<file path="src/smruc_pkg.sv">
// Shared constants and carrier types for the switch monitor reset and supply control block
`default_nettype none

package smruc_pkg;

    // ------------------------------------------------------------------
    // Bus geometry
    // ------------------------------------------------------------------
    localparam int ADDR_W = 8;
    localparam int DATA_W = 32;

    // ------------------------------------------------------------------
    // Register offsets
    // ------------------------------------------------------------------
    localparam logic [ADDR_W-1:0] OFS_CONFIG   = 8'h00;
    localparam logic [ADDR_W-1:0] OFS_CLEAN    = 8'h04;
    localparam logic [ADDR_W-1:0] OFS_IN_EN    = 8'h08;
    localparam logic [ADDR_W-1:0] OFS_EVENT    = 8'h0C;
    localparam logic [ADDR_W-1:0] OFS_MISC     = 8'h10;
    localparam logic [ADDR_W-1:0] OFS_CHECKSUM = 8'h14;

    // ------------------------------------------------------------------
    // Field positions and widths
    // ------------------------------------------------------------------
    localparam int CFG_RUN     = 0;
    localparam int CFG_CHK_REQ = 1;
    localparam int CFG_SRST    = 2;
    localparam int CLEAN_W     = 8;
    localparam int IN_EN_W     = 24;
    localparam int EV_POR      = 0;
    localparam int EV_SELFCHK  = 1;
    localparam int EV_LOW_SUP  = 2;
    localparam int EV_SW_CHG   = 3;
    localparam int EV_W        = 4;
    localparam int MISC_LIVE   = 0;
    localparam int MISC_MON    = 1;
    localparam int CHK_W       = 8;
    localparam int SO_W        = 8;
    localparam int SO_POR      = 7;
    localparam int SO_OTHER    = 6;
    localparam int SO_CHKERR   = 5;

    // ------------------------------------------------------------------
    // Reset values and timing
    // ------------------------------------------------------------------
    localparam logic [EV_W-1:0]    EV_RESET    = 4'h0;
    localparam logic [IN_EN_W-1:0] IN_EN_RESET = 24'h00_0000;
    localparam int CLK_PERIOD_NS = 8;
    localparam int REACT_MAX_US  = 20;
    localparam int REACT_CYCLES  = (REACT_MAX_US * 1000) / CLK_PERIOD_NS;
    localparam int INIT_CYCLES   = 16;

    // ------------------------------------------------------------------
    // Types
    // ------------------------------------------------------------------
    typedef enum logic [1:0] {
        ST_HOLD  = 2'b00,
        ST_INIT  = 2'b01,
        ST_CHECK = 2'b10,
        ST_READY = 2'b11
    } smruc_state_e;

    typedef struct packed {
        logic              we;
        logic              re;
        logic [ADDR_W-1:0] addr;
        logic [DATA_W-1:0] wdata;
    } smruc_bus_req_s;

    typedef struct packed {
        logic por_ok;
        logic reset_pin;
        logic uv_low;
        logic logic_ok;
    } smruc_supply_s;

endpackage : smruc_pkg

`default_nettype wire

</file>
<file path="src/smruc_control.sv">
// Power-on, reset, run control and supply under-voltage logic of the switch monitor
//
// Summary of operation
// - Hold reset until supply above power-on threshold
// - After init: event line low, power-on flag
// - Self-check failure sets error flag with power-on
// - Run bit set by host starts monitoring
// - Config writes ignored while running, listed exceptions
// - Clearing run bit stops wetting and monitoring
// - Checksum stays usable while running
// - Supply below power-on threshold: full restart
// - Reset pin high stops all, clears registers
// - Reset pin low: reinit, then power-on event
// - Software reset bit reinitialises with power-on event
// - Logic supply loss stops serial, keeps registers
// - Under-voltage turns off currents and monitoring
// - Under-voltage entry: event, flags, serial other-event
// - Event register cleared on chip-select rise if read
// - Serial and registers stay alive in under-voltage
// - One interrupt per under-voltage, none after clear
// - Recovery: event line low, flag set, live cleared
// - Recovery resumes polling from first channel
// - First poll cycle raises change event, baseline
// - Event line low within twenty microseconds
`timescale 1ns/1ps
`default_nettype none

module smruc_control #(
    parameter int INIT_LEN = smruc_pkg::INIT_CYCLES
) (
    // Clock and reset
    input  wire logic                           clk,
    input  wire logic                           reset_n,
    // Register port
    input  wire smruc_pkg::smruc_bus_req_s      bus_req,
    output logic [smruc_pkg::DATA_W-1:0]        rdata,
    // Supply and reset pin comparators, asynchronous
    input  wire smruc_pkg::smruc_supply_s       supply,
    // Serial link pins, asynchronous
    input  wire logic                           cs_n,
    input  wire logic                           sclk,
    output logic                                so_data,
    output logic                                so_oe,
    // Factory settings loader and polling engine
    input  wire logic                           factory_check_err,
    input  wire logic                           poll_cycle_done,
    // Controls and event line
    output logic                                wetting_enable,
    output logic                                poll_restart,
    output logic                                baseline_capture,
    output logic [smruc_pkg::IN_EN_W-1:0]       input_enable,
    output logic [smruc_pkg::CLEAN_W-1:0]       clean_pulse_config_one,
    output logic                                event_line_n
);
    import smruc_pkg::*;

    localparam int CNT_W = $clog2(INIT_LEN + 1);

    // ------------------------------------------------------------------
    // State
    // ------------------------------------------------------------------
    typedef struct packed {
        smruc_supply_s sup_s1;
        smruc_supply_s sup_s2;
        logic          cs_s1;
        logic          cs_s2;
        logic          cs_d;
        logic          sclk_s1;
        logic          sclk_s2;
        logic          sclk_d;
    } smruc_pins_s;

    typedef struct packed {
        smruc_pins_s          pins;
        smruc_state_e         fsm;
        logic [CNT_W-1:0]     init_cnt;
        logic                 run;
        logic                 mon;
        logic [CLEAN_W-1:0]   clean_cfg;
        logic [IN_EN_W-1:0]   in_en;
        logic [CHK_W-1:0]     chk_value;
        logic [EV_W-1:0]      events;
        logic                 live;
        logic                 ev_read;
        logic                 await_poll;
        logic                 poll_restart;
        logic                 baseline;
        logic [SO_W-1:0]      so_shift;
        logic [DATA_W-1:0]    rdata;
    } smruc_regs_s;

    smruc_regs_s          st;
    smruc_regs_s          next_st;
    smruc_pins_s          pins_keep;
    logic [EV_W-1:0]      ev_set;
    logic [EV_W-1:0]      ev_clr;
    logic                 por_ok;
    logic                 rst_pin;
    logic                 uv;
    logic                 lok;
    logic                 cs_act;
    logic                 cs_rise;
    logic                 cs_fall;
    logic                 sclk_fall;
    logic                 ready;
    logic                 wr;
    logic                 rd;
    logic                 soft_rst;
    logic                 hold;
    logic [CHK_W-1:0]     checksum;

    // ------------------------------------------------------------------
    // Next-state logic
    // ------------------------------------------------------------------
    always_comb begin
        next_st = st;
        pins_keep = '0;
        ev_set = '0;
        ev_clr = '0;

        // Only the second stage of each synchroniser, plus the chip-select and clock delay stages, is read below
        next_st.pins.sup_s1  = supply;
        next_st.pins.sup_s2  = st.pins.sup_s1;
        next_st.pins.cs_s1   = cs_n;
        next_st.pins.cs_s2   = st.pins.cs_s1;
        next_st.pins.cs_d    = st.pins.cs_s2;
        next_st.pins.sclk_s1 = sclk;
        next_st.pins.sclk_s2 = st.pins.sclk_s1;
        next_st.pins.sclk_d  = st.pins.sclk_s2;

        por_ok    = st.pins.sup_s2.por_ok;
        rst_pin   = st.pins.sup_s2.reset_pin;
        uv        = st.pins.sup_s2.uv_low;
        lok       = st.pins.sup_s2.logic_ok;
        cs_act    = !st.pins.cs_s2;
        cs_rise   = st.pins.cs_s2 && !st.pins.cs_d;
        cs_fall   = !st.pins.cs_s2 && st.pins.cs_d;
        sclk_fall = !st.pins.sclk_s2 && st.pins.sclk_d;
        ready     = (st.fsm == ST_READY);

        // Serial access needs the logic supply; under-voltage does not block it
        wr = bus_req.we && ready && lok;
        rd = bus_req.re && ready && lok;
        soft_rst = wr && (bus_req.addr == OFS_CONFIG) && bus_req.wdata[CFG_SRST];
        checksum = st.in_en[23:16] ^ st.in_en[15:8] ^ st.in_en[7:0] ^ st.clean_cfg;

        next_st.poll_restart = 1'b0;
        next_st.baseline = 1'b0;
        next_st.rdata = '0;

        // --------------------------------------------------------------
        // Initialisation sequence
        // --------------------------------------------------------------
        case (st.fsm)
            ST_HOLD: begin
                next_st.init_cnt = '0;
                if (por_ok && !rst_pin) begin
                    next_st.fsm = ST_INIT;
                end
            end
            ST_INIT: begin
                next_st.init_cnt = st.init_cnt + CNT_W'(1);
                if (st.init_cnt == CNT_W'(INIT_LEN - 1)) begin
                    next_st.fsm = ST_CHECK;
                end
            end
            ST_CHECK: begin
                ev_set[EV_POR] = 1'b1;
                ev_set[EV_SELFCHK] = factory_check_err;
                next_st.fsm = ST_READY;
            end
            ST_READY: begin
                // Entry and exit are edges only, so a cleared flag stays clear
                if (uv && !st.live) begin
                    ev_set[EV_LOW_SUP] = 1'b1;
                    next_st.live = 1'b1;
                end else if (!uv && st.live) begin
                    ev_set[EV_LOW_SUP] = 1'b1;
                    next_st.live = 1'b0;
                    next_st.poll_restart = 1'b1;
                    next_st.await_poll = 1'b1;
                end
                if (st.await_poll && poll_cycle_done) begin
                    ev_set[EV_SW_CHG] = 1'b1;
                    next_st.baseline = 1'b1;
                    next_st.await_poll = 1'b0;
                end
            end
            default: begin
                next_st.fsm = ST_HOLD;
            end
        endcase

        // --------------------------------------------------------------
        // Register writes
        // --------------------------------------------------------------
        if (wr) begin
            case (bus_req.addr)
                OFS_CONFIG: begin
                    next_st.run = bus_req.wdata[CFG_RUN];
                    if (bus_req.wdata[CFG_CHK_REQ]) begin
                        next_st.chk_value = checksum;
                    end
                end
                OFS_CLEAN: begin
                    next_st.clean_cfg = bus_req.wdata[CLEAN_W-1:0];
                end
                OFS_IN_EN: begin
                    if (!st.run) begin
                        next_st.in_en = bus_req.wdata[IN_EN_W-1:0];
                    end
                end
                default: begin
                    next_st.run = st.run;
                end
            endcase
        end

        // --------------------------------------------------------------
        // Register reads, data in the following cycle
        // --------------------------------------------------------------
        if (rd) begin
            case (bus_req.addr)
                OFS_CONFIG:   next_st.rdata[CFG_RUN] = st.run;
                OFS_CLEAN:    next_st.rdata[CLEAN_W-1:0] = st.clean_cfg;
                OFS_IN_EN:    next_st.rdata[IN_EN_W-1:0] = st.in_en;
                OFS_EVENT:    next_st.rdata[EV_W-1:0] = st.events;
                OFS_MISC: begin
                    next_st.rdata[MISC_LIVE] = st.live;
                    next_st.rdata[MISC_MON] = st.mon;
                end
                OFS_CHECKSUM: next_st.rdata[CHK_W-1:0] = st.chk_value;
                default:      next_st.rdata = '0;
            endcase
            if (bus_req.addr == OFS_EVENT && cs_act) begin
                next_st.ev_read = 1'b1;
            end
        end

        // --------------------------------------------------------------
        // Frame end and event flags; a new event beats the clear
        // --------------------------------------------------------------
        if (cs_rise) begin
            if (st.ev_read) begin
                ev_clr = '1;
            end
            next_st.ev_read = 1'b0;
        end
        next_st.events = (st.events & ~ev_clr) | ev_set;

        // --------------------------------------------------------------
        // Serial status byte, loaded at frame start
        // --------------------------------------------------------------
        if (cs_fall) begin
            next_st.so_shift = '0;
            next_st.so_shift[SO_POR] = st.events[EV_POR];
            next_st.so_shift[SO_OTHER] = st.live || st.events[EV_LOW_SUP];
            next_st.so_shift[SO_CHKERR] = st.events[EV_SELFCHK];
        end else if (sclk_fall && cs_act) begin
            next_st.so_shift = {st.so_shift[SO_W-2:0], 1'b0};
        end

        // Wetting current only with run set, ready and supply healthy
        next_st.mon = next_st.run && !next_st.live && (next_st.fsm == ST_READY);

        // --------------------------------------------------------------
        // Any reset source clears everything but the synchronisers
        // --------------------------------------------------------------
        hold = !por_ok || rst_pin || soft_rst;
        if (hold) begin
            pins_keep = next_st.pins;
            next_st = '0;
            next_st.pins = pins_keep;
        end
    end

    always_ff @(posedge clk or negedge reset_n) begin
        if (!reset_n) begin
            // Chip select idles high; a low reset value would fake a frame end
            st <= '0;
            st.pins.cs_s1 <= 1'b1;
            st.pins.cs_s2 <= 1'b1;
            st.pins.cs_d  <= 1'b1;
        end else begin
            st <= next_st;
        end
    end

    // ------------------------------------------------------------------
    // Outputs
    // ------------------------------------------------------------------
    assign rdata                  = st.rdata;
    assign so_data                = st.so_shift[SO_W-1];
    assign so_oe                  = !st.pins.cs_s2 && st.pins.sup_s2.logic_ok
                                    && (st.fsm == ST_READY);
    assign wetting_enable         = st.mon;
    assign poll_restart           = st.poll_restart;
    assign baseline_capture       = st.baseline;
    assign input_enable           = st.in_en;
    assign clean_pulse_config_one = st.clean_cfg;
    assign event_line_n           = (st.events == EV_RESET);

    // Cycles the event line has stayed high while a supply event waits
    logic [15:0] react_cnt;
    always_ff @(posedge clk or negedge reset_n) begin
        if (!reset_n) begin
            react_cnt <= '0;
        end else if (ready && (uv != st.live) && event_line_n) begin
            react_cnt <= react_cnt + 16'h0001;
        end else begin
            react_cnt <= '0;
        end
    end
endmodule : smruc_control

`default_nettype wire

</file>
<file path="config.mk">
export PLATFORM = sky130hd
export DESIGN_NAME = smruc_control
export DESIGN_NICKNAME = d
export VERILOG_FILES = /design/src/smruc_pkg.sv /design/src/smruc_control.sv
export SDC_FILE = /design/constraint.sdc
export NUM_CORES = 1
export LEC_CHECK = 0
export ABC_AREA = 0
export BUFFER_PORTS_ARGS = -buffer_cell sky130_fd_sc_hd__buf_2
export CAP_MARGIN = 10
export CELL_PAD_IN_SITES_DETAIL_PLACEMENT = 2
export CELL_PAD_IN_SITES_GLOBAL_PLACEMENT = 2
export CORE_AREA = 2 2 134 110
export CTS_CLUSTER_DIAMETER = 60
export DETAILED_ROUTE_END_ITERATION = 8
export DIE_AREA = 0 0 136 112
export GPL_TIMING_DRIVEN = 0
export HOLD_SLACK_MARGIN = 0.08
export PLACE_DENSITY_LB_ADDON = 0.1
export SYNTH_ARGS = -nofsm -noshare
export SYNTH_HDL_FRONTEND = slang
export SYNTH_SLANG_ARGS = --single-unit
</file>
<file path="constraint.sdc">
create_clock -name clk -period 3.4 [get_ports clk]
set_input_delay 0.68 -clock clk [delete_from_list [all_inputs] [get_ports clk]]
set_output_delay 0.68 -clock clk [all_outputs]
set_load 0.01 [all_outputs]
</file>
Word level (Yosys, flattened, before mapping):

Cells that the tools add are included.

* latch bits: 0
* bits of input ports: 52
* ROM bits: 0
* bits in writable memories: 0
* flip-flop bits (word level): 112
* word-level logic and storage cells: 135
* output and inout bits: 70
* memories: 0

* bitwise operators: 6
* order comparisons: 0
* div/mod/pow operators: 0
* reduce and logical (&&, ||, !) cells: 49
* multiply operators: 0
* shift-type cells: 0
* eq/ne operators: 12
* add/sub/neg operators: 1
* muxes and demuxes: 38

Operators by type and width (number)
* $mux W98: 1
* $mux W24: 3
* $mux W40: 1
* $mux W8: 5
* $xor A8 B8 Y8: 3
* $logic_and A1 B1 Y1: 19
* $eq A8 B4 Y1 const B: 2
* $eq A8 B5 Y1 const B: 2
* $mux W16: 1
* $reduce_bool A3 Y1: 5
* $mux W1: 12
* $mux W2: 6
* $pmux W4 S3: 1
* $reduce_bool A2 Y1: 6
* $pmux W5 S2: 1
* $reduce_and A3 Y1: 3
* $eq A8 B3 Y1 const B: 1
* $logic_not A1 Y1: 8
* $logic_not A8 Y1: 1
* $mux W4: 2
* $pmux W2 S4: 1
* $eq A2 B2 Y1 const B: 3
* $pmux W1 S6: 1
* $pmux W2 S3: 1
* 14 further kinds: 17

Longest topological paths before layout:

* depth after elaboration: 9
* depth in mapped cells: 7
* depth with buffers taken out: 6

Worst setup path before layout:

OpenSTA, ideal clock, no wires.

* kind: input to register
* start: input bus_req[36] (netlist bit)
* end: register st (netlist bit input_enable[4])
* path buffers: 2
* setup time: 132 ps
* stages on the path: 6
* arrival time: 2278 ps
* setup slack: 990 ps
* path through: or4_4 > buf_6 > nor4_4 > buf_6 > mux2i_1 > nor2_1

* word-level cells in the longest chain between the ends: 6

Ends and longest elaborated chain
* start, declared: line smruc_control.sv:35 `input wire smruc_pkg::smruc_bus_req_s bus_req,`
* $logic_not A8 Y1: line smruc_control.sv:144 `soft_rst = wr && (bus_req.addr == OFS_CONFIG) && bus_req.wdata[CFG_SRST];`
* $logic_and A1 B1 Y1 (2 in a row): line smruc_control.sv:144
* $logic_or A1 B1 Y1: line smruc_control.sv:269 `hold = !por_ok || rst_pin || soft_rst;`
* $ne A2 B1 Y1 (no source line) or $reduce_bool A2 Y1 (tied branches)
* $reduce_and A3 Y1 (no source line)
* end signal, assigned: line smruc_control.sv:285 `st <= next_st;`
* end, declared: line smruc_control.sv:92 `smruc_regs_s st;`

Parallel ways exist; a longest one is shown, timed or not.
A chain may end at the register's enable or synchronous reset.

==> results.sh <==
export IMPL_rows=39
export IMPL_slew_headroom_pct=46.64
export IMPL_post_dp_hpwl_um=10270
export IMPL_synthMuxAreaShare_pct=9.859
export IMPL_drc_errors=0
export IMPL_n_antenna_cell=0
export IMPL_hold_class="input port to asynchronous set/reset pin"
export IMPL_yosys_area_share_simple_pct=14.66
export IMPL_final_layout_size_suffix_gt1_share_pct=37.00
export IMPL_cp_end_kind="register"
export IMPL_synthArstFlopShare_pct=100.0
export IMPL_cts_root_buf="clkbuf_16"
export IMPL_pin_count=122
export IMPL_grt_max_degree=69
export IMPL_drtIter0Drc=111
export IMPL_placed_area_um2=5680
export IMPL_path_cells="clkbuf_1, nand4_1, nor3_1, a21o_1, clkbuf_1, a21oi_1"
export IMPL_synth_compound_area_share_pct=6.316
export IMPL_cts_tree="done"
export IMPL_final_common_cell="buf_2"
export IMPL_synth_lib_cells_used_distinct=48
export IMPL_clk_latency_ns=0.35
export IMPL_rsz0062_at_grt="no"
export IMPL_ir_drop_mv=0.3045
export IMPL_fill_cells=1494
export IMPL_cp_arrival_ns=2.94
export IMPL_slew_viol_final=0
export IMPL_min_period_ns=2.742
export IMPL_die_h_um=112
export IMPL_portBuffers=104
export IMPL_grt_pass1_wl_um=22340
export IMPL_path_clk_slew_ns=0.07
export IMPL_worst_path_largest_cell_delay_ns=0.56
export IMPL_synthAdderAreaFrac_pct=1.284
export IMPL_core_um2=13960
export IMPL_ctsResizeCount=0
export IMPL_yosysWarnings=0
export IMPL_finalCritPeriodShare_pct=80.64
export IMPL_outcome="finished clean"
export IMPL_slowest_stage="clkbuf_1"
export IMPL_wire_per_inst_um=18.23
export IMPL_syn_area_um2=4873
export IMPL_clkPwrFrac_pct=50.7
export IMPL_required_ns=3.60
export IMPL_die_x_um=136
export IMPL_place_congestion=0.8308
export IMPL_critPathLaunchType="register"
export IMPL_utilization_pct=43.55
export IMPL_worstMarginPinSlew_ns=0.7903
export IMPL_cts_setup_buffers=0
export IMPL_postLayoutCellArea_um2=6078
export IMPL_p_int_mw=2.123
export IMPL_cp_common_cell="clkbuf_1"
export IMPL_synth_top_family_by_area="simple AND/OR/NAND/NOR gates"
export IMPL_ys_seq_elements=99
export IMPL_whs_ns=0.2661
export IMPL_via_per_inst=4.740
export IMPL_gr_total_overflow=0
export IMPL_path_class="register to register"
export IMPL_drt_wl_total_um=13800
export IMPL_combPwrFrac_pct=4.7
export IMPL_final_nets=625
export IMPL_seq_area_frac_synth_pct=50.91
export IMPL_power_density_nw_per_um2=440.8
export IMPL_start_util_pct=34.92
export IMPL_drt_pass1_iterations=4
export IMPL_critPathBufInv=2
export IMPL_fmax_mhz=364.7
export IMPL_setup_tns_ns=0
export IMPL_gr_usage_all_layers_pct=19.50
export IMPL_p_seq_share_pct=44.6
export IMPL_antenna_found_initial=0
export IMPL_power_mw=2.679
export IMPL_syn_inst=445
export IMPL_hold_viol=0
export IMPL_cpLargestDelayFamily="simple AND/OR/NAND/NOR gates"
export IMPL_power_leakage_nw=2.928
export IMPL_maxCapViolations=0
export IMPL_grt_pass1_vias=4020
export IMPL_synth_edff_count=0
export IMPL_setup_violations=0
export IMPL_die_area_um2=15230
export IMPL_cts_buffer_depth=2
export IMPL_h_tree_depth=3
export IMPL_p_switching_mw=0.5568
export IMPL_postSynthAreaPerCell_um2=10.95
export IMPL_cts_buffers=9
export IMPL_ys_flop_type="dfrtp_1"
export IMPL_layout_common_cells="buf_2 (106), dfrtp_1 (96), nor2_1 (71)"
export IMPL_synth_xor_area_share_pct=4.313
export IMPL_syn_to_final_growth_pct=24.72
export IMPL_antenna_left=0
export IMPL_cts_num_sinks=99
export IMPL_hold_buffers=0
export IMPL_skew_ns=0.003380
export IMPL_vias=3588
export IMPL_critPathMaxFanout=10
export IMPL_switching_share_pct=20.78
final timing paths:
path                            cells after the start                  end  slack, ns              start
worst max-delay path                                6     st[96]$_DFF_PN0_       0.66   st[97]$_DFF_PN0_
worst min-delay path                                1  rdata[14]$_DFF_PN0_       0.27            reset_n
worst max register to register                      6     st[96]$_DFF_PN0_       0.66   st[97]$_DFF_PN0_
worst min register to register                      0     st[99]$_DFF_PN0_       0.35  st[100]$_DFF_PN0_
max in group asynchronous                           2    st[103]$_DFF_PN1_       2.41            reset_n
min in group clk                                    0     st[99]$_DFF_PN0_       0.35  st[100]$_DFF_PN0_
final cells by class:
class | instances | area, um^2 | share of cell area [%]
Clock inverter | 6 | 158.9 | 2.614
Multi-Input combinational cell | 261 | 1805 | 29.70
Inverter | 10 | 37.54 | 0.6175
Buffer | 82 | 575.6 | 9.469
Clock buffer | 10 | 239.0 | 3.932
Timing Repair Buffer | 105 | 550.5 | 9.057
Sequential cell | 99 | 2481 | 40.82
Tap cell | 184 | 230.2 | 3.788
synthesized netlist by cell type (all sizes together) (4+ instances only):
master,number,area [um^2]
dfrtp,96,2402
and2,16,100.1
nand2b,4,25.02
nand3,4,20.02
buf,71,533.0
ha,5,62.56
nor3,5,36.29
inv,10,37.54
a22oi,10,75.07
nor4,6,82.58
nor2,71,266.5
mux2i,39,390.4
nand2,6,22.52
a211oi,10,75.07
xnor2,24,210.2
mux2,6,67.56
a21oi,12,60.06
clkbuf,11,42.54
power by group through the flow:
stage / Sequential (mW) / Combinational (mW) / Clock, mW
2_1_floorplan: 1.22 / 0.0503 / 0
3_3_place_gp: 1.22 / 0.120 / 0
3_5_place_dp: 1.22 / 0.129 / 0
4_1_cts: 1.20 / 0.130 / 1.39
5_1_grt: 1.20 / 0.143 / 1.43
6_report: 1.20 / 0.126 / 1.36
cell families (layout without fill, tap and decap cells):
group	after synthesis	in the layout
AO/OA/AOI/OAI	45	45
other	1	8
flip-flops	99	99
AND/OR/NAND/NOR	133	133
multiplexers	46	46
buffers and inverters	92	213
adder cells (fa/ha/maj)	5	5
XOR/XNOR	24	24
registers in the layout, indices dropped and copies added, names as in the netlist:
register / flops
baseline_capture: 1
clean_pulse_config_one: 8
input_enable: 24
lok: 1
poll_restart: 1
por_ok: 1
rdata: 24
rst_pin: 1
so_data: 1
st: 35
uv: 1
wetting_enable: 1
layer usage:
layer  vias to the layer above  GRT usage, %  routed length (um)
li1                       1673             -                   -
met4                         0         5.208                 146
met5                         -             0                   0
met1                      1835         25.82                6303
met2                        70         32.36                6797
met3                        10         4.189                 551
worst register-to-register path, cell delays in order, from the launching register on:
cell and delay, ns:
dfrtp_1 0.32, clkbuf_1 0.30, nand4_1 0.49, nor3_1 0.51
a21o_1 0.27, clkbuf_1 0.56, a21oi_1 0.13
through the flow:
step	std cells	setup WS [ns]
after global placement	740	0.4599
after CTS	757	0.5436
after floorplan	452	0.9902
after detailed placement	741	0.4085
after global routing	757	0.4328
final	757	0.6582
(Power assumes the default switching activity.)
